**config.mk**
```make
export PLATFORM = sky130hd
export DESIGN_NAME = acsp_spi_port
export DESIGN_NICKNAME = d
export VERILOG_FILES = /design/src/logic/acsp_pkg.sv /design/src/logic/acsp_spi_port.sv
export VERILOG_INCLUDE_DIRS = /design/src /design/src/logic
export SDC_FILE = /design/constraint.sdc
export NUM_CORES = 1
export LEC_CHECK = 0
export ABC_AREA = 1
export BUFFER_PORTS_ARGS = -buffer_cell sky130_fd_sc_hd__buf_2
export CORE_MARGIN = 3
export CORE_UTILIZATION = 52
export DETAILED_ROUTE_END_ITERATION = 12
export GPL_TIMING_DRIVEN = 0
export PLACE_DENSITY = 0.77
export SLEW_MARGIN = 20
export SYNTH_ARGS = -nofsm -noshare
export SYNTH_HDL_FRONTEND = slang
export SYNTH_SLANG_ARGS = --single-unit
```
**constraint.sdc**
```tcl
create_clock -name mclk_i -period 4.66 [get_ports mclk_i]
set_clock_uncertainty 0.15 [all_clocks]
set_input_delay 0.699 -clock mclk_i [delete_from_list [all_inputs] [get_ports mclk_i]]
set_output_delay 0.699 -clock mclk_i [all_outputs]
set_load 0.1 [all_outputs]
```
**src/logic/acsp_cfg.svh**
```systemverilog
/*
 * constants of the converter configuration port: register offsets,
 * field positions, reset values and phase lengths.
 * assumes it is included by bare name from the package and the port module.
 */
`ifndef ACSP_CFG_SVH
`define ACSP_CFG_SVH
// register address width and offsets
`define ACSP_ADDR_W 13
`define ACSP_A_PORT 13'h0000
`define ACSP_A_BURST 13'h0002
`define ACSP_A_DIE_ID 13'h0008
`define ACSP_A_DIE_REV 13'h0009
`define ACSP_A_CONV_SEL 13'h0010
`define ACSP_A_OFS_LG 13'h0020
`define ACSP_A_OFS_SM 13'h0021
`define ACSP_A_GAIN_LG 13'h0022
`define ACSP_A_GAIN_MD 13'h0023
`define ACSP_A_GAIN_SM 13'h0024
// port_setup fields
`define ACSP_PS_4W_BIT 7
`define ACSP_PS_LSB_BIT 6
`define ACSP_PS_SRST_BIT 5
`define ACSP_PS_KEEP_MASK 8'hDB
// reset values and fixed answers
`define ACSP_PS_RST 8'h00
`define ACSP_BURST_RST 8'h00
`define ACSP_SEL_RST 8'h00
`define ACSP_ERR_BYTE 8'hAD
`define ACSP_UNMAPPED 8'h00
// instruction layout and phase lengths
`define ACSP_RW_BIT 15
`define ACSP_CNT_HI 14
`define ACSP_CNT_LO 13
`define ACSP_CNT_MANY 2'h3
`define ACSP_INSTR_LAST 4'hF
`define ACSP_BYTE_LAST 4'h7
`define ACSP_BYTE_MSB 3'h7
`define ACSP_GAIN_LG_W 4
`endif

```
**src/logic/acsp_pkg.sv**
```systemverilog
/*
 * types of the converter configuration port: trim record, decoded
 * instruction and serial state codes.
 * assumes acsp_cfg.svh is on the include path.
 */
`include "acsp_cfg.svh"
package acsp_pkg;
	// trim settings of one converter core
	typedef struct packed {
		logic [7:0] ofs_large;
		logic [7:0] ofs_small;
		logic [`ACSP_GAIN_LG_W-1:0] gain_large;
		logic [7:0] gain_mid;
		logic [7:0] gain_small;
	} acsp_trim_t;
	// decoded two-byte instruction
	typedef struct packed {
		logic rd;
		logic [1:0] cnt;
		logic [`ACSP_ADDR_W-1:0] addr;
	} acsp_instr_t;
	// serial state machine, one-hot
	typedef enum logic [3:0] {
		ST_IDLE = 4'h1,
		ST_INSTR = 4'h2,
		ST_DATA = 4'h4,
		ST_DONE = 4'h8
	} acsp_state_t;
endpackage : acsp_pkg

```
**src/logic/acsp_spi_port.sv**
```systemverilog
/*
 * serial configuration port slave of a multi-core converter, sampled on mclk_i.
 * assumes the master keeps sclk slow against mclk_i and drives one wire only.
 */
// How it works
// RULE1: master limits sclk to sample rate /16, /66
// RULE2: three-wire default; port_setup bit7 enables four-wire
// RULE3: device is only a half-duplex slave
// RULE4: master shares bus only in four-wire mode
// RULE5: master reads from one slave at once
// RULE6: instruction starts at first sclk after select
// RULE7: msb first unless port_setup bit6 set
// RULE8: address counts up msb-first, down lsb-first
// RULE9: read bit, two count bits, 13-bit address
// RULE10: count code gives one, two, three, many bytes
// RULE11: data bytes continue while select stays low
// RULE12: master pauses only at permitted byte boundaries
// RULE13: late pause in long transfer aborts it
// RULE14: master avoids undefined registers and values
// RULE15: soft reset bit restores all defaults
// RULE16: master writes port_setup mirrored, bit4 high
// RULE17: burst stop address ends a long burst
// RULE18: die identifier and revision are readable
// RULE19: converter select picks one core, 00 none
// RULE20: indexed read without valid select returns AD
// RULE21: per-core offset trims, 0x80 is zero
// RULE22: trims load calibration values; master read-modify-writes
// RULE23: four-bit coarse gain field
// RULE24: eight-bit medium and fine gain trims
// RULE25: three-wire pin driven only in read data
// RULE26: four-wire output released while deselected
`timescale 1ns/1ps
`include "acsp_cfg.svh"
module acsp_spi_port #(
	parameter int NUM_CONV = 2,
	parameter logic [7:0] DIE_ID = 8'h5A, // arbitrary value
	parameter logic [7:0] DIE_REV = 8'h01 // arbitrary value
) (
	// clock and reset
	input wire logic mclk_i,
	input wire logic rst_i,
	// serial link pins
	input wire logic sclk_i,
	input wire logic chip_select_n_i,
	input wire logic serial_in_pin_i,
	output logic serial_in_pin_o,
	output logic serial_in_pin_oe_o,
	output logic serial_out_pin_o,
	output logic serial_out_pin_oe_o,
	// converter cores
	input acsp_pkg::acsp_trim_t cal_trim_i [NUM_CONV],
	output acsp_pkg::acsp_trim_t trim_o [NUM_CONV],
	output logic four_wire_enable_o
);
	////////////////////////////////////////////////////////////////////////
	// synchronisers and edge detect
	logic [1:0] sclk_sy_q; // two-flop chain for sclk
	logic [1:0] csn_sy_q; // two-flop chain for select
	logic [1:0] din_sy_q; // two-flop chain for data in
	logic sclk_p_q; // sclk one cycle later
	logic csn_p_q; // select one cycle later

	// only stage 0 feeds stage 1; logic reads stage 1 and later
	always_ff @(posedge mclk_i) begin
		if (rst_i) begin
			sclk_sy_q <= 2'h0;
			csn_sy_q <= 2'h3;
			din_sy_q <= 2'h0;
			sclk_p_q <= 1'h0;
			csn_p_q <= 1'h1;
		end else begin
			sclk_sy_q <= {sclk_sy_q[0], sclk_i};
			csn_sy_q <= {csn_sy_q[0], chip_select_n_i};
			din_sy_q <= {din_sy_q[0], serial_in_pin_i};
			sclk_p_q <= sclk_sy_q[1];
			csn_p_q <= csn_sy_q[1];
		end
	end

	wire logic csn_s = csn_sy_q[1];
	wire logic din_s = din_sy_q[1];
	// edges only count while selected, so a paused link is deaf
	wire logic sclk_rise = sclk_sy_q[1] & ~sclk_p_q & ~csn_s;
	wire logic sclk_fall = ~sclk_sy_q[1] & sclk_p_q & ~csn_s;
	wire logic csn_fall = ~csn_s & csn_p_q;
	wire logic csn_rise = csn_s & ~csn_p_q;

	////////////////////////////////////////////////////////////////////////
	// state and shift registers
	acsp_pkg::acsp_state_t st_q, st_d;
	logic [15:0] sh_q; // incoming bits, both orders
	logic [3:0] bit_cnt_q; // bits taken in current phase
	acsp_pkg::acsp_instr_t ins_q; // latched instruction
	logic [1:0] nbytes_q; // data bytes done, saturates
	logic [7:0] tx_q; // byte being sent
	logic out_q; // serial output bit
	logic [7:0] port_q; // port_setup
	logic [7:0] burst_q; // burst_stop_address
	logic [7:0] sel_q; // converter_select
	acsp_pkg::acsp_trim_t trim_q [NUM_CONV];

	wire logic lsb_first = port_q[`ACSP_PS_LSB_BIT];
	wire logic four_wire = port_q[`ACSP_PS_4W_BIT];
	wire logic in_instr = st_q == acsp_pkg::ST_INSTR;
	wire logic in_data = st_q == acsp_pkg::ST_DATA;

	// lsb-first fills from the top, msb-first from the bottom
	wire logic [15:0] sh_d = lsb_first ? {din_s, sh_q[15:1]} : {sh_q[14:0], din_s}; // see RULE7
	wire logic [7:0] rx_byte = lsb_first ? sh_d[15:8] : sh_d[7:0]; // see RULE7
	wire acsp_pkg::acsp_instr_t ins_new = acsp_pkg::acsp_instr_t'(sh_d); // see RULE9

	wire logic instr_end = sclk_rise & in_instr & (bit_cnt_q == `ACSP_INSTR_LAST);
	wire logic byte_end = sclk_rise & in_data & (bit_cnt_q == `ACSP_BYTE_LAST);

	// next address of a burst
	wire logic [`ACSP_ADDR_W-1:0] addr_step = lsb_first ? ins_q.addr - 1'b1 : ins_q.addr + 1'b1; // see RULE8
	// read address: new instruction or next burst address
	wire logic [`ACSP_ADDR_W-1:0] rd_addr = in_instr ? ins_new.addr : addr_step;

	////////////////////////////////////////////////////////////////////////
	// write decode
	wire logic wr_en = byte_end & ~ins_q.rd; // see RULE11
	wire logic [`ACSP_ADDR_W-1:0] wa = ins_q.addr;
	wire logic soft_rst = wr_en & (wa == `ACSP_A_PORT) & rx_byte[`ACSP_PS_SRST_BIT]; // see RULE15
	wire logic regs_rst = rst_i | soft_rst;
	localparam logic [7:0] CONV_MASK = 8'((1 << NUM_CONV) - 1);
	// exactly one existing core selected
	wire logic sel_ok = $onehot(sel_q) & ((sel_q & ~CONV_MASK) == 8'h00); // see RULE19
	wire logic idx_hit = (wa >= `ACSP_A_OFS_LG) & (wa <= `ACSP_A_GAIN_SM);
	wire logic idx_wr = wr_en & idx_hit & sel_ok;

	// last byte: count reached, or burst reached stop address
	wire logic cnt_many = ins_q.cnt == `ACSP_CNT_MANY;
	wire logic last_byte = cnt_many ? (wa[7:0] == burst_q) : (nbytes_q == ins_q.cnt); // see RULE10
	// select released: mid-byte aborts (bit 8 of the instruction is a boundary), long burst aborts once a data byte is done
	wire logic abort = (bit_cnt_q[2:0] != 3'h0) | (in_data & cnt_many & (nbytes_q != 2'h0)); // see RULE13

	////////////////////////////////////////////////////////////////////////
	// serial state machine
	always_comb begin
		st_d = st_q;
		unique case (st_q)
			acsp_pkg::ST_IDLE: begin
				// waits for a fresh select, never starts on its own
				if (csn_fall) begin
					st_d = acsp_pkg::ST_INSTR; // see RULE6 // see RULE3
				end
			end
			acsp_pkg::ST_INSTR: begin
				if (csn_rise && abort) begin
					st_d = acsp_pkg::ST_IDLE; // see RULE13
				end else if (instr_end) begin
					st_d = acsp_pkg::ST_DATA;
				end
			end
			acsp_pkg::ST_DATA: begin
				if (csn_rise && abort) begin
					st_d = acsp_pkg::ST_IDLE; // see RULE13
				end else if (soft_rst || (byte_end && last_byte)) begin
					st_d = acsp_pkg::ST_DONE; // see RULE17
				end
			end
			acsp_pkg::ST_DONE: begin
				// ignore clocks until select goes high
				if (csn_s) begin
					st_d = acsp_pkg::ST_IDLE;
				end
			end
		endcase
	end

	// state register
	always_ff @(posedge mclk_i) begin
		if (rst_i) begin
			st_q <= acsp_pkg::ST_IDLE;
		end else begin
			st_q <= st_d;
		end
	end

	// bit counter and shifter; a fresh select clears the count
	always_ff @(posedge mclk_i) begin
		if (rst_i || csn_fall && st_q == acsp_pkg::ST_IDLE) begin
			bit_cnt_q <= 4'h0;
			sh_q <= 16'h0000;
		end else if (instr_end || byte_end) begin
			bit_cnt_q <= 4'h0;
			sh_q <= sh_d;
		end else if (sclk_rise && (in_instr || in_data)) begin
			bit_cnt_q <= bit_cnt_q + 4'h1;
			sh_q <= sh_d;
		end
	end

	// instruction, address walk and byte count
	always_ff @(posedge mclk_i) begin
		if (rst_i) begin
			ins_q <= '0;
			nbytes_q <= 2'h0;
		end else if (instr_end) begin
			ins_q <= ins_new; // see RULE9
			nbytes_q <= 2'h0;
		end else if (byte_end) begin
			ins_q.addr <= addr_step; // see RULE8
			nbytes_q <= (nbytes_q == `ACSP_CNT_MANY) ? nbytes_q : nbytes_q + 2'h1;
		end
	end

	////////////////////////////////////////////////////////////////////////
	// configuration registers
	always_ff @(posedge mclk_i) begin
		if (regs_rst) begin
			port_q <= `ACSP_PS_RST; // see RULE15
			burst_q <= `ACSP_BURST_RST;
			sel_q <= `ACSP_SEL_RST; // see RULE19
		end else if (wr_en) begin
			// soft reset bit and its mirror are not kept
			if (wa == `ACSP_A_PORT) begin
				port_q <= rx_byte & `ACSP_PS_KEEP_MASK; // see RULE2
			end
			if (wa == `ACSP_A_BURST) begin
				burst_q <= rx_byte; // see RULE17
			end
			if (wa == `ACSP_A_CONV_SEL) begin
				sel_q <= rx_byte;
			end
		end
	end

	// per-core trims, loaded from calibration on any reset
	for (genvar c = 0; c < NUM_CONV; c++) begin : g_conv
		wire logic wr_c = idx_wr & sel_q[c];
		always_ff @(posedge mclk_i) begin
			if (regs_rst) begin
				trim_q[c] <= cal_trim_i[c]; // see RULE22
			end else if (wr_c) begin
				if (wa == `ACSP_A_OFS_LG) begin
					trim_q[c].ofs_large <= rx_byte; // see RULE21
				end
				if (wa == `ACSP_A_OFS_SM) begin
					trim_q[c].ofs_small <= rx_byte; // see RULE21
				end
				if (wa == `ACSP_A_GAIN_LG) begin
					trim_q[c].gain_large <= rx_byte[`ACSP_GAIN_LG_W-1:0]; // see RULE23
				end
				if (wa == `ACSP_A_GAIN_MD) begin
					trim_q[c].gain_mid <= rx_byte; // see RULE24
				end
				if (wa == `ACSP_A_GAIN_SM) begin
					trim_q[c].gain_small <= rx_byte; // see RULE24
				end
			end
		end
		assign trim_o[c] = trim_q[c];
	end

	////////////////////////////////////////////////////////////////////////
	// read path
	acsp_pkg::acsp_trim_t sel_trim; // trims of the selected core
	logic [7:0] rd_byte;

	// at most one bit of sel_q is set when this is used
	always_comb begin
		sel_trim = '0;
		for (int c = 0; c < NUM_CONV; c++) begin
			if (sel_q[c]) begin
				sel_trim = sel_trim | trim_q[c];
			end
		end
	end

	// byte answered for rd_addr; undefined space reads zero
	always_comb begin
		rd_byte = `ACSP_UNMAPPED;
		unique case (rd_addr)
			`ACSP_A_PORT: rd_byte = port_q;
			`ACSP_A_BURST: rd_byte = burst_q;
			`ACSP_A_DIE_ID: rd_byte = DIE_ID; // see RULE18
			`ACSP_A_DIE_REV: rd_byte = DIE_REV; // see RULE18
			`ACSP_A_CONV_SEL: rd_byte = sel_q;
			`ACSP_A_OFS_LG: rd_byte = sel_trim.ofs_large;
			`ACSP_A_OFS_SM: rd_byte = sel_trim.ofs_small;
			`ACSP_A_GAIN_LG: rd_byte = 8'(sel_trim.gain_large);
			`ACSP_A_GAIN_MD: rd_byte = sel_trim.gain_mid;
			`ACSP_A_GAIN_SM: rd_byte = sel_trim.gain_small;
			default: rd_byte = `ACSP_UNMAPPED;
		endcase
		// indexed space without a valid core gives the error byte
		if (rd_addr >= `ACSP_A_OFS_LG && rd_addr <= `ACSP_A_GAIN_SM && !sel_ok) begin
			rd_byte = `ACSP_ERR_BYTE; // see RULE20
		end
	end

	// the first bit goes out on the falling edge after the load
	wire logic [2:0] tx_idx = lsb_first ? bit_cnt_q[2:0] : `ACSP_BYTE_MSB - bit_cnt_q[2:0]; // see RULE7
	always_ff @(posedge mclk_i) begin
		if (rst_i) begin
			tx_q <= 8'h00;
			out_q <= 1'h0;
		end else begin
			if (instr_end || byte_end) begin
				tx_q <= rd_byte; // see RULE11
			end
			if (sclk_fall && in_data) begin
				out_q <= tx_q[tx_idx];
			end
		end
	end

	////////////////////////////////////////////////////////////////////////
	// pin drivers
	assign serial_in_pin_o = out_q;
	assign serial_out_pin_o = out_q;
	// shared pin only during read data, never in instruction phase
	assign serial_in_pin_oe_o = ~four_wire & in_data & ins_q.rd & ~csn_s; // see RULE25 // see RULE2
	// dedicated output released while deselected so slaves can share
	assign serial_out_pin_oe_o = four_wire & ~csn_s; // see RULE26 // see RULE2
	assign four_wire_enable_o = four_wire;
endmodule : acsp_spi_port

```
Word level (Yosys, flattened, before mapping)
Memory sizes are Yosys's and may differ from the RTL's.
Index checks and enable logic that the tools add are counted.
{"block": "totals", "reg_bits": 81, "mem_bits_rw": 72, "inputBits": 77, "out_inout_bits": 77, "memories": 1}
{"memory": "trim_q", "words": 2, "width": 36, "read_ports": 2, "rd_clocked_by_memory_dff": 0, "wr": 2, "line": "acsp_spi_port.sv:100", "rtl": "acsp_pkg::acsp_trim_t trim_q [NUM_CONV];"}
{"block": "classes", "addsub": 12, "n_lt_le_gt_ge": 5, "n_eq_ne": 31, "n_mux": 70, "bitwise_logic": 45, "reduce_logical": 26}
{"operator": "$eq 13x6->1 const B", "count": 10}
{"operator": "$mux 8", "count": 10}
{"operator": "$pmux 8 s10", "count": 1}
{"operator": "$mux 36", "count": 2}
{"operator": "$mux 13", "count": 4}
{"operator": "$mux 16", "count": 3}
{"operator": "$mux 1", "count": 39}
{"operator": "$or 36x36->36", "count": 1}
{"operator": "$mux 4", "count": 8}
{"operator": "$eq 13x2->1 const B", "count": 2}
{"operator": "$eq 13x4->1 const B", "count": 2}
{"operator": "$eq 13x5->1 const B", "count": 2}
{"operator": "$ge 13x6->1 const B", "count": 2}
{"operator": "$le 13x6->1 const B", "count": 2}
{"operator": "$logic_not 13->1", "count": 2}
{"operator": "$and 1x1->1", "count": 25}
{"operator": "$pmux 4 s4", "count": 1}
{"operator": "$add 13x1->13 const B", "count": 1}
{"operator": "$sub 13x1->13 const B", "count": 1}
{"operator": "$or 1x1->1", "count": 12}
{"operator": "$add 1x1->2", "count": 4}
{"operator": "$eq 4x1->1 const B", "count": 2}
{"operator": "$eq 4x3->1 const B", "count": 2}
{"operator": "$eq 4x4->1 const B", "count": 2}
{"operator": "other kinds (24)", "count": 49}

Depth between registers and ports, before layout
Gate-level depths: netlist of run 1.
{"block": "depth", "word_depth": 13, "ltp_mapped": 21, "depth_no_buf": 20}

Worst setup path after synthesis of run 1
Ideal clock, no wire load.
{"block": "synth_timing", "path_type": "register to output", "start": "register port_q[7]", "end": "output port serial_in_pin_oe_o", "t_arrival_ns": 3.697, "path_slack_ns": 0.114, "path_stages_with_launch": 2, "n_path_buf": 0, "cell_sequence": "dfxtp_1 nor4_1"}
{"block": "synth_via", "elab_chain_cells": 4}
{"item": "start: declaration", "line": "acsp_spi_port.sv:97", "rtl": "logic [7:0] port_q;"}
{"item": "start signal: assignment", "line": "acsp_spi_port.sv:213", "rtl": "port_q <= `ACSP_PS_RST;"}
{"item": "start signal: assignment", "line": "acsp_spi_port.sv:219", "rtl": "port_q <= rx_byte & `ACSP_PS_KEEP_MASK;"}
{"item": "$not 1->1", "line": "acsp_spi_port.sv:315", "rtl": "assign serial_in_pin_oe_o = ~four_wire & in_data & ins_q.rd & ~csn_s;"}
{"item": "$and 1x1->1 (3 in a row)", "line": "acsp_spi_port.sv:315"}
{"item": "end: declaration", "line": "acsp_spi_port.sv:47", "rtl": "output logic serial_in_pin_oe_o,"}
Every way passes these cells.

==> results of run 1 <==
per-layer routing:
metal  GRT usage, %  wire (um)
met2          50.66      14950
met5              0          0
met3          7.728       3992
met1          42.84      13130
met4          12.88       1578
final timing paths:
| kind | startpoint | to | cells past startpoint |
|---|---|---|---|
| setup / recovery | sel_q[0] | trim_q[1][24] | 15 |
| hold / removal | sclk_sy_q[0] | sclk_sy_q[1] | 2 |
| setup reg to reg | sel_q[0] | trim_q[1][24] | 15 |
| hold reg to reg | sclk_sy_q[0] | sclk_sy_q[1] | 2 |
report_power, final:
part           leakage (nW)  switching, mW  internal (mW)
registers              1.36         0.0297           1.45
clock network         0.267          0.618          0.748
logic                  3.67          0.420          0.112
total                  5.30           1.07           2.31
final cells by class:
cell class | count | share of cell area (%)
Tap cell | 229 | 2.459
Multi-Input combinational cell | 945 | 44.31
Buffer | 48 | 2.556
Inverter | 159 | 5.143
Clock inverter | 14 | 1.203
Clock buffer | 18 | 3.683
Timing Repair Buffer | 170 | 8.107
Sequential cell | 153 | 32.54
kinds of logic after synthesis:
logic type / share of synthesized area [%]
AO/OA/AOI/OAI: 17.30
adder cells (fa/ha/maj): 3.382
buffers and inverters: 9.327
flip-flops: 39.34
AND/OR/NAND/NOR: 30.01
XOR/XNOR: 0.6375
state kept, by name, summed over array words and instances, names as in the netlist:
register and cells:
csn_sy_q 2, sclk_sy_q 2, burst_q 8, wa 13, trim_q 72, tx_q 8, sclk_p_q 1, din_sy_q 2
sel_q 8, st_q 4, sh_q 16, bit_cnt_q 4, port_q 6, nbytes_q 2, serial_in_pin_o 1, csn_p_q 1
ins_q 3
tightest hold or removal path: cells and delay by family, from the launching register on:
kind                   cells  cell delay, ns
flip-flops                 1            0.30
buffers and inverters      1            0.05
AND/OR/NAND/NOR            1            0.03
per-stage QoR:
step | power (mW) | hold slack [ns] | std cells
2_1_floorplan | 1.903 | 0.2383 | 1304
3_3_place_gp | 2.022 | 0.2424 | 1686
3_5_place_dp | 2.026 | 0.2435 | 1687
4_1_cts | 3.359 | 0.2614 | 1728
5_1_grt | 3.455 | 0.2919 | 1736
6_report | 3.378 | 0.2616 | 1736
layout by cell type, fill, tap and decap left out, types with 5 or more instances in the layout:
cell type,instances
buf_6,14
nor2_1,112
o21ai_1,60
dfxtp_1,79
nand3_1,112
nand2_2,17
clkbuf_16,17
o21a_1,8
nor2_2,12
ha_1,17
buf_4,21
buf_2,157
a22o_1,33
or2_2,5
clkbuf_1,23
edfxtp_1,72
o22ai_1,7
inv_1,142
o21ai_0,50
inv_2,14
a211oi_1,8
a21oi_1,69
nand4_1,19
o21ai_4,6
fa_1,5
nand2_1,310
o21ai_2,9
xnor2_1,5
nand2_4,8
nor3_1,11
nor4_1,5
nor2_4,6
repair_timing:
item	in CTS	in global routing
gates resized for setup	39	32
pin swaps	5	11
endpoints found under the setup margin	140	136
setup buffers	8	8
gates cloned	2	0
hold buffers	0	0
==> impl_metrics.yaml, run 1 <==
status:
  status: "finished, violations left"
  violations: "setup timing"
clock_tree:
  clock_latency_ns: 0.44
  h-tree-depth: 4
  clock-sinks: 153
  root_buffer: "clkbuf_16"
  clk_pin_slew_worst_paths_ns: 0.07
  cts_tree: "done"
  clock_path_buffers: 2
  cts_buffers: 17
run:
  maxCapViolCount: 0
critical_path:
  path_buf_inv: 4
  critPathLaunchType: "register"
  crit_family: "adder cells"
  critical_path_class: "reg -> reg"
  crit_path_end_kind: "register"
  path_common_cell: "fa_1"
  cp_cell_sequence: "fa_1, inv_1, fa_1, fa_1, inv_1, ha_2, inv_2, fa_1, nand2_1, nor3_2, o2111ai_2, nor2_4, buf_4, o2111ai_4, o21ai_2"
  critPathMaxStageDelay_ns: 0.55
  r2r_setup_slack_ns: -0.14
  critPathMaxFanout: 8
  critPathSlowestCell: "o21ai_2"
  critical_path_arrival_ns: 4.72
  cp.required_ns: 4.58
cells_and_area:
  nFillCells: 1536
  postLayoutCellArea_sq_um: 11650
  finalNetCount: 1594
  final_util_pct: 64.43
  area.sequential_sq_um: 3791
  antennaDiodeCount: 0
  multiInputGateArea_sq_um: 5164
  drive_gt1_share_pct: 21.90
  syn_to_final_growth_pct: 21.15
synthesis:
  seq_area_frac_synth_pct: 39.34
  synth_area_sq_um: 9618
  synth_ff_type: "dfxtp_1"
  async_flop_share_pct: 0
  yosys.cell_count.top_type: "nand2_1"
  synth_top_area_cell: "edfxtp_1"
  avgSynthCellArea_sq_um: 7.376
  synth_cell_types: 55
  yosysWarnings: 0
  synth_edf_count: 72
  synth-seq-cells: 153
  synth_top_area_share_pct: 22.48
  synthTopCellsByCount: "319 x nand2_1, 143 x inv_1, 122 x nor2_1"
  syn-num-nets: 1404
  synth.area.top_cells: "edfxtp_1 22%, dfxtp_1 17%, nand2_1 12%, nand3_1 5.8%, inv_1 5.6%"
  synthCells: 1304
power_and_ir_drop:
  power_density_nw_per_um2: 289.9
  ir_drop_uv: 267.7
  power.leakage_nw: 5.297
timing:
  fin_crit_sh_pct: 103.0
  tns_ns: -3.949
  fmax_ghz: 0.2083
  setup_viol: 67
  max_slew.worst_pin.slew_ns: 1.098
  slew_headroom_pct: 26.80
  rsz0062_at_grt: "true"
  fin_ws_ns: -0.1411
  final_hold_viol_count: 0
  report.final.slew_viol_count: 0
  min_period_ns: 4.801
die:
  start_util_pct: 53.18
  ios: 154
  num_rows: 49
  fp.dieH_um: 142
  coreArea_sq_um: 18090
  die-area_sq_um: 20160
  dieWidth_um: 142
global_routing:
  grt-ovfl-total: 0
  grt_usage_pct: 32.16
  antenna_found_initial: 0
  grt_max_degree: 17
  grt_pass1_vias: 9283
  grt_pass1_wl_um: 49810
placed_design:
  numPortBuffers: 153
  place_ws_ns: -0.6597
  dp_hpwl_um: 24900
  place_congestion: 1.005
  place_area_sq_um: 10690
route:
  viasPerCell: 5.874
  post_drt_wl_per_cell_um: 19.39
  vias: 10198
  drc_errors: 0
  drt_iter0_markers: 1189
  ant_nets: 0
  firstDrtPassIters: 6
  wl_um: 33650
min_path:
  min_path_type: "reg -> reg"
Power figures use the tool's default switching activity.
==> run 2, diff against run 1 <==
- ABC_AREA: 1 -> not set
- PLACE_DENSITY: 0.77 -> 0.78
==> run 2 against run 1 <==
- the flow now finishes without violations
- global-route usage down 0.17 points
- non-clock buffer count up 12
- critical path type unchanged
- die area down 6.0%
- final area down 7.4%
- critical path depth down 3
- routed wire length down 10%
- sequential power about the same
- worst setup slack better by 0.24 ns
- register-to-register slack better by 0.24 ns
- critical endpoint is now trim_q[1][11]
- combinational power up 1%
- synthesized area down 6.3%
==> impl_metrics.yaml, run 2 <==
power_and_ir_drop:
  power_mw: 3.413
  p_comb_share_pct: 15.7
  power_density_nw_per_um2: 316.3
  pwr-share-seq_pct: 43.8
  internal_power_mw: 2.329
  power.leakage_nw: 4.088
  pwr-share-clk_pct: 40.4
  swShare_pct: 31.77
  p_sw_mw: 1.084
  ir_drop_uv: 254.7
cells_and_area:
  drive_gt1_share_pct: 25.34
  largest-register: "trim_q"
  final_util_pct: 64.39
  reg_top3: "trim_q x72, sh_q x16, wa x13"
  instances_no_fill: 1380
  postLayoutCellArea_sq_um: 10790
  largest_reg_flops: 72
  final_cell_mix: "173 x buf_2, 103 x nand2_1, 96 x nor2_1, 79 x dfxtp_1, 72 x edfxtp_1"
  finalNetCount: 1247
  layout_commonest_cell: "buf_2"
  syn_to_final_growth_pct: 19.76
  antennaDiodeCount: 0
timing:
  tns_ns: 0
  report.final.slew_viol_count: 0
  min_period_ns: 4.564
  final_hold_viol_count: 0
  rsz0062_at_grt: "true"
  fmax_ghz: 0.2191
  setup_viol: 0
  slew_headroom_pct: 33.17
  fin_crit_sh_pct: 97.93
  max_slew.worst_pin.slew_ns: 0.9980
critical_path:
  reg2reg_depth: 12
  crit_path_end_kind: "register"
  path_buf_inv: 3
  cp_cell_sequence: "fa_1, inv_1, fa_1, fa_1, inv_2, ha_4, inv_1, fa_2, nand4_1, nor2_4, nand4_2, o21ai_1"
  critical_path_cell_count: 12
  cp.required_ns: 4.57
  crit_end: "trim_q[1][11]"
  critPathSlowestCell: "o21ai_1"
  critical_path_arrival_ns: 4.48
  critPathMaxFanout: 8
  r2r_end: "trim_q[1][11]"
  crit_start: "sel_q[0]"
  critPathMaxStageDelay_ns: 0.74
  path_common_cell: "fa_1"
  critPathLaunchType: "register"
  reg2reg_from: "sel_q[0]"
  critical_path_class: "reg -> reg"
  crit_family: "adder cells"
  r2r_setup_slack_ns: 0.1
synthesis:
  synthCells: 971
  synth_edf_count: 72
  syn-num-nets: 1071
  synth.area.top_cells: "edfxtp_1 24%, dfxtp_1 18%, nand2_1 4.3%, a211oi_1 4.2%, nor2_1 4.0%"
  synth-seq-cells: 153
  synth_top_area_share_pct: 23.99
  synth_top_area_cell: "edfxtp_1"
  seq_area_frac_synth_pct: 41.99
  synth_cell_types: 84
  async_flop_share_pct: 0
  synth_area_sq_um: 9011
  yosys.cell_count.top_type: "nand2_1"
  synth_ff_type: "dfxtp_1"
  synthTopCellsByCount: "103 x nand2_1, 97 x nor2_1, 81 x dfxtp_1"
  avgSynthCellArea_sq_um: 9.280
  yosysWarnings: 0
global_routing:
  grtUsageMet3_pct: 7.925
  grt_max_degree: 17
  groute.layer.met2.usage_pct: 51.90
  grt_pass1_wl_um: 46040
  grt_most_used_layer: "met2"
  antenna_found_initial: 0
  grt_pass1_vias: 8335
  grt-ovfl-total: 0
  grt_usage_pct: 31.99
  grtUsageMet1_pct: 40.31
min_path:
  min_path_type: "reg -> reg"
route:
  wl_um: 30220
  post_drt_wl_per_cell_um: 21.89
  drt_iter0_markers: 1152
  firstDrtPassIters: 6
  drc_errors: 0
  viasPerCell: 6.386
  ant_nets: 0
  vias: 8812
clock_tree:
  cts_tree: "done"
  clock_path_buffers: 2
  clk_pin_slew_worst_paths_ns: 0.07
  root_buffer: "clkbuf_16"
  clock-sinks: 153
  h-tree-depth: 4
  clock_latency_ns: 0.43
  hold_buffers: 0
  cts_buffers: 17
placed_design:
  place_area_sq_um: 10060
  numPortBuffers: 153
  place_congestion: 0.9794
  dp_cells: 1344
  dp_hpwl_um: 22650
status:
  status: "finished, final reports clean"
die:
  num_rows: 47
  dieWidth_um: 137.6
  start_util_pct: 53.77
  fp.dieH_um: 137.6
  coreArea_sq_um: 16760
  die-area_sq_um: 18940
  ios: 154
run:
  maxCapViolCount: 0
run 2: changes by cell type in the layout (fill, tap and decap cells not counted), moves of 23 or more:
cell      before  now
a211oi_1       8   50
a21oi_1       69   46
inv_1        142   26
mux2i_1        0   25
nand2_1      310  103
nand3_1      112   16
o21ai_0       50   14
run 2: layout make-up:
type                    instances  area (sq um)
fillers                      1386          5968
inverters                      27         101.3
repair buffers                159         810.8
clock inverters                13         121.4
well taps                     220         275.3
clock buffers                  19         464.2
flip-flops and latches        153          3786
plain buffers                  71         366.6
multi-input cells             718          4866
run 2: worst register-to-register path, cell delays in order, from the launching register on:
cell     delay (ns)
dfxtp_2        0.33
fa_1           0.53
inv_1          0.05
fa_1           0.49
fa_1           0.42
inv_2          0.08
ha_4           0.14
inv_1          0.06
fa_2           0.52
nand4_1        0.13
nor2_4         0.31
nand4_2        0.24
o21ai_1        0.74
run 2: metrics by stage:
stage	hold slack, ns	worst slack (ns)
after floorplan	0.2395	0.2689
after global placement	0.2424	-0.5741
after detailed placement	0.2451	-0.5817
after global routing	0.2795	-0.03935
final	0.2602	0.09637
after CTS	0.2614	0.03257
run 2: cell families after synthesis:
logic type                 synth area share [%]
buffers and inverters                     5.235
AOI/OAI and AO/OA                         25.88
adders and majority gates                 3.610
and+or+nand+nor                           17.15
DFF                                       41.99
xor gates and xnor gates                  2.236
muxes                                     3.902
run 2: power groups by stage:
stage | Sequential (mW) | Clock (mW) | Combinational, mW
final | 1.50 | 1.38 | 0.537
after global routing | 1.50 | 1.43 | 0.559
after detailed placement | 1.53 | 0 | 0.528
after global placement | 1.52 | 0 | 0.524
after CTS | 1.49 | 1.37 | 0.531
after floorplan | 1.75 | 0 | 0.165
run 2: how the worst min path moves through the flow:
stage,start,end,slack [ns],depth (start not counted)
floorplan,csn_sy_q[0],csn_sy_q[1],0.24,1
global placement,csn_sy_q[0],csn_sy_q[1],0.24,1
detailed placement,csn_sy_q[0],csn_sy_q[1],0.25,1
CTS,csn_sy_q[0],csn_sy_q[1],0.26,1
global route,csn_sy_q[0],csn_sy_q[1],0.28,1
finish,csn_sy_q[0],csn_sy_q[1],0.26,1
run 2: what timing repair did:
| action | CTS | global route |
|---|---|---|
| resized for setup | 16 | 14 |
| endpoints found under the setup margin | 144 | 104 |
| gates cloned | 2 | 0 |
| pin swaps | 5 | 4 |
| setup buffers | 3 | 3 |
run 2: routing by layer:
layer	share of wire (%)	up-vias
li1	-	4006
met1	38	4138
met2	47	566
met3	11	102
met4	4.1	0
met5	0	-
==> run 3, diff against run 2 <==
- CORE_MARGIN: 3 -> not set
==> run 3 against run 2 <==
- non-clock buffer count is the same
- flip-flop and latch count is the same
- first-iteration DRC count shrank 11%
- global-route usage grew 1.8 points
- critical path type unchanged
- largest cell class unchanged
==> impl_metrics.yaml, run 3 (same netlist as run 2, synthesis figures left out) <==
global_routing:
  grt_pass1_vias: 8429
  grt_pass1_wl_um: 45680
  grt_max_degree: 17
  antenna_found_initial: 0
  grt-ovfl-total: 0
  grt_usage_pct: 33.80
cells_and_area:
  instances_no_fill: 1380
  final_util_pct: 64.42
  finalNetCount: 1247
  syn_to_final_growth_pct: 19.81
  postLayoutCellArea_sq_um: 10800
  reg_top3: "trim_q x72, sh_q x16, wa x13"
  antennaDiodeCount: 0
  layout_commonest_cell: "buf_2"
  largest-register: "trim_q"
  drive_gt1_share_pct: 25.26
  final_cell_mix: "172 x buf_2, 103 x nand2_1, 96 x nor2_1, 79 x dfxtp_1, 72 x edfxtp_1"
  largest_reg_flops: 72
timing:
  report.final.slew_viol_count: 0
  setup_viol: 0
  rsz0062_at_grt: "true"
  fmax_ghz: 0.2207
  slew_headroom_pct: 29.09
  fin_crit_sh_pct: 97.25
  final_hold_viol_count: 0
  max_slew.worst_pin.slew_ns: 1.059
  min_period_ns: 4.532
power_and_ir_drop:
  power.leakage_nw: 4.082
  p_comb_share_pct: 16.0
  internal_power_mw: 2.327
  p_sw_mw: 1.044
  power_density_nw_per_um2: 312.3
  pwr-share-seq_pct: 44.4
  pwr-share-clk_pct: 39.7
  ir_drop_uv: 253.7
  swShare_pct: 30.97
route:
  vias: 8812
  drt_iter0_markers: 1022
  wl_um: 29560
  post_drt_wl_per_cell_um: 21.42
  viasPerCell: 6.386
  ant_nets: 0
  drc_errors: 0
  firstDrtPassIters: 7
die:
  fp.dieH_um: 133.6
  dieWidth_um: 133.6
  die-area_sq_um: 17860
  num_rows: 47
  ios: 154
  start_util_pct: 53.77
  coreArea_sq_um: 16760
critical_path:
  reg2reg_depth: 18
  crit_path_end_kind: "register"
  critical_path_arrival_ns: 4.52
  critical_path_class: "reg -> reg"
  cp.required_ns: 4.65
  critPathLaunchType: "register"
  r2r_setup_slack_ns: 0.13
  critPathMaxFanout: 10
  crit_start: "sel_q[0]"
  r2r_end: "trim_q[0][26]"
  reg2reg_from: "sel_q[0]"
clock_tree:
  clock_latency_ns: 0.43
  h-tree-depth: 4
  root_buffer: "clkbuf_16"
  clock-sinks: 153
  clock_path_buffers: 2
  clk_pin_slew_worst_paths_ns: 0.07
  cts_tree: "done"
  cts_buffers: 17
  hold_buffers: 0
run:
  maxCapViolCount: 0
min_path:
  min_path_type: "reg -> reg"
  holdPathEnd: "csn_sy_q[1]"
  holdPathStages: 1
  hp-start: "csn_sy_q[0]"
placed_design:
  place_congestion: 0.9806
  place_area_sq_um: 10060
  dp_cells: 1344
  numPortBuffers: 153
  dp_hpwl_um: 21910
status:
  status: "finished, final reports clean"
[run 3: cell types whose count changed in the layout (fill, tap and decap cells not counted), sizes merged]
cell / delta
clkbuf: +3
clkinv: -2
clkinvlp: +2
inv: -2
buf: -1
[run 3: layer usage]
layer	global-route usage [%]	vias to the layer above	wire length, um
met1	42.94	4112	11230
met4	16.41	0	1299
met2	54.48	589	13870
met5	0	-	0
li1	-	4007	-
met3	7.534	104	3148
[run 3: worst max-delay path, cell delays in order, from the launching register on]
cell and delay (ns):
dfxtp_2 0.34, fa_1 0.53, inv_1 0.05, fa_1 0.50, fa_1 0.42, inv_2 0.08
ha_4 0.14, inv_1 0.05, fa_2 0.37, a2111oi_4 0.21, a21oi_2 0.08, nor2_4 0.13
buf_12 0.14, nand4_4 0.15, or3_1 0.37, buf_2 0.18, buf_4 0.18, nand2_1 0.08
o21ai_1 0.08
[run 3: power by group through the flow]
stage | combinational [mW] | sequential [mW] | clock [mW]
floorplan | 0.165 | 1.75 | 0
global placement | 0.524 | 1.52 | 0
detailed placement | 0.528 | 1.52 | 0
CTS | 0.530 | 1.49 | 1.33
global route | 0.561 | 1.50 | 1.40
finish | 0.538 | 1.50 | 1.34
[run 3: layout make-up]
| class | instances | area, sq um |
|---|---|---|
| clock inverter | 11 | 85.08 |
| sequential | 153 | 3786 |
| buffer | 74 | 391.6 |
| fill | 1353 | 5963 |
| timing repair buffer | 156 | 800.8 |
| inverter | 27 | 101.3 |
| tap | 220 | 275.3 |
| multi-input combinational | 718 | 4875 |
| clock buffer | 21 | 481.7 |
[run 3: worst max-delay path by stage]
stage	to	cells after the start
after floorplan	trim_q[1][0]	13
after global placement	trim_q[0][20]	13
after detailed placement	trim_q[1][35]	13
after CTS	trim_q[0][26]	18
after global routing	trim_q[0][26]	18
final	trim_q[0][26]	18
[run 3: timing repair]
| item | CTS | global route |
|---|---|---|
| setup buffers | 3 | 0 |
| pin swaps | 4 | 3 |
| gates resized for setup | 19 | 22 |
| endpoints found under the setup margin | 144 | 97 |
| gates cloned | 2 | 0 |
[run 3: metrics by stage]
stage	power [mW]	worst slack, ns	hold WS [ns]	TNS (ns)
6_report	3.371	0.1282	0.2686	0
5_1_grt	3.456	-0.009660	0.2794	-0.009660
4_1_cts	3.358	0.01838	0.2744	0
3_5_place_dp	2.052	-0.6272	0.2591	-50.97
3_3_place_gp	2.047	-0.5655	0.2407	-45.62
2_1_floorplan	1.918	0.2689	0.2395	0
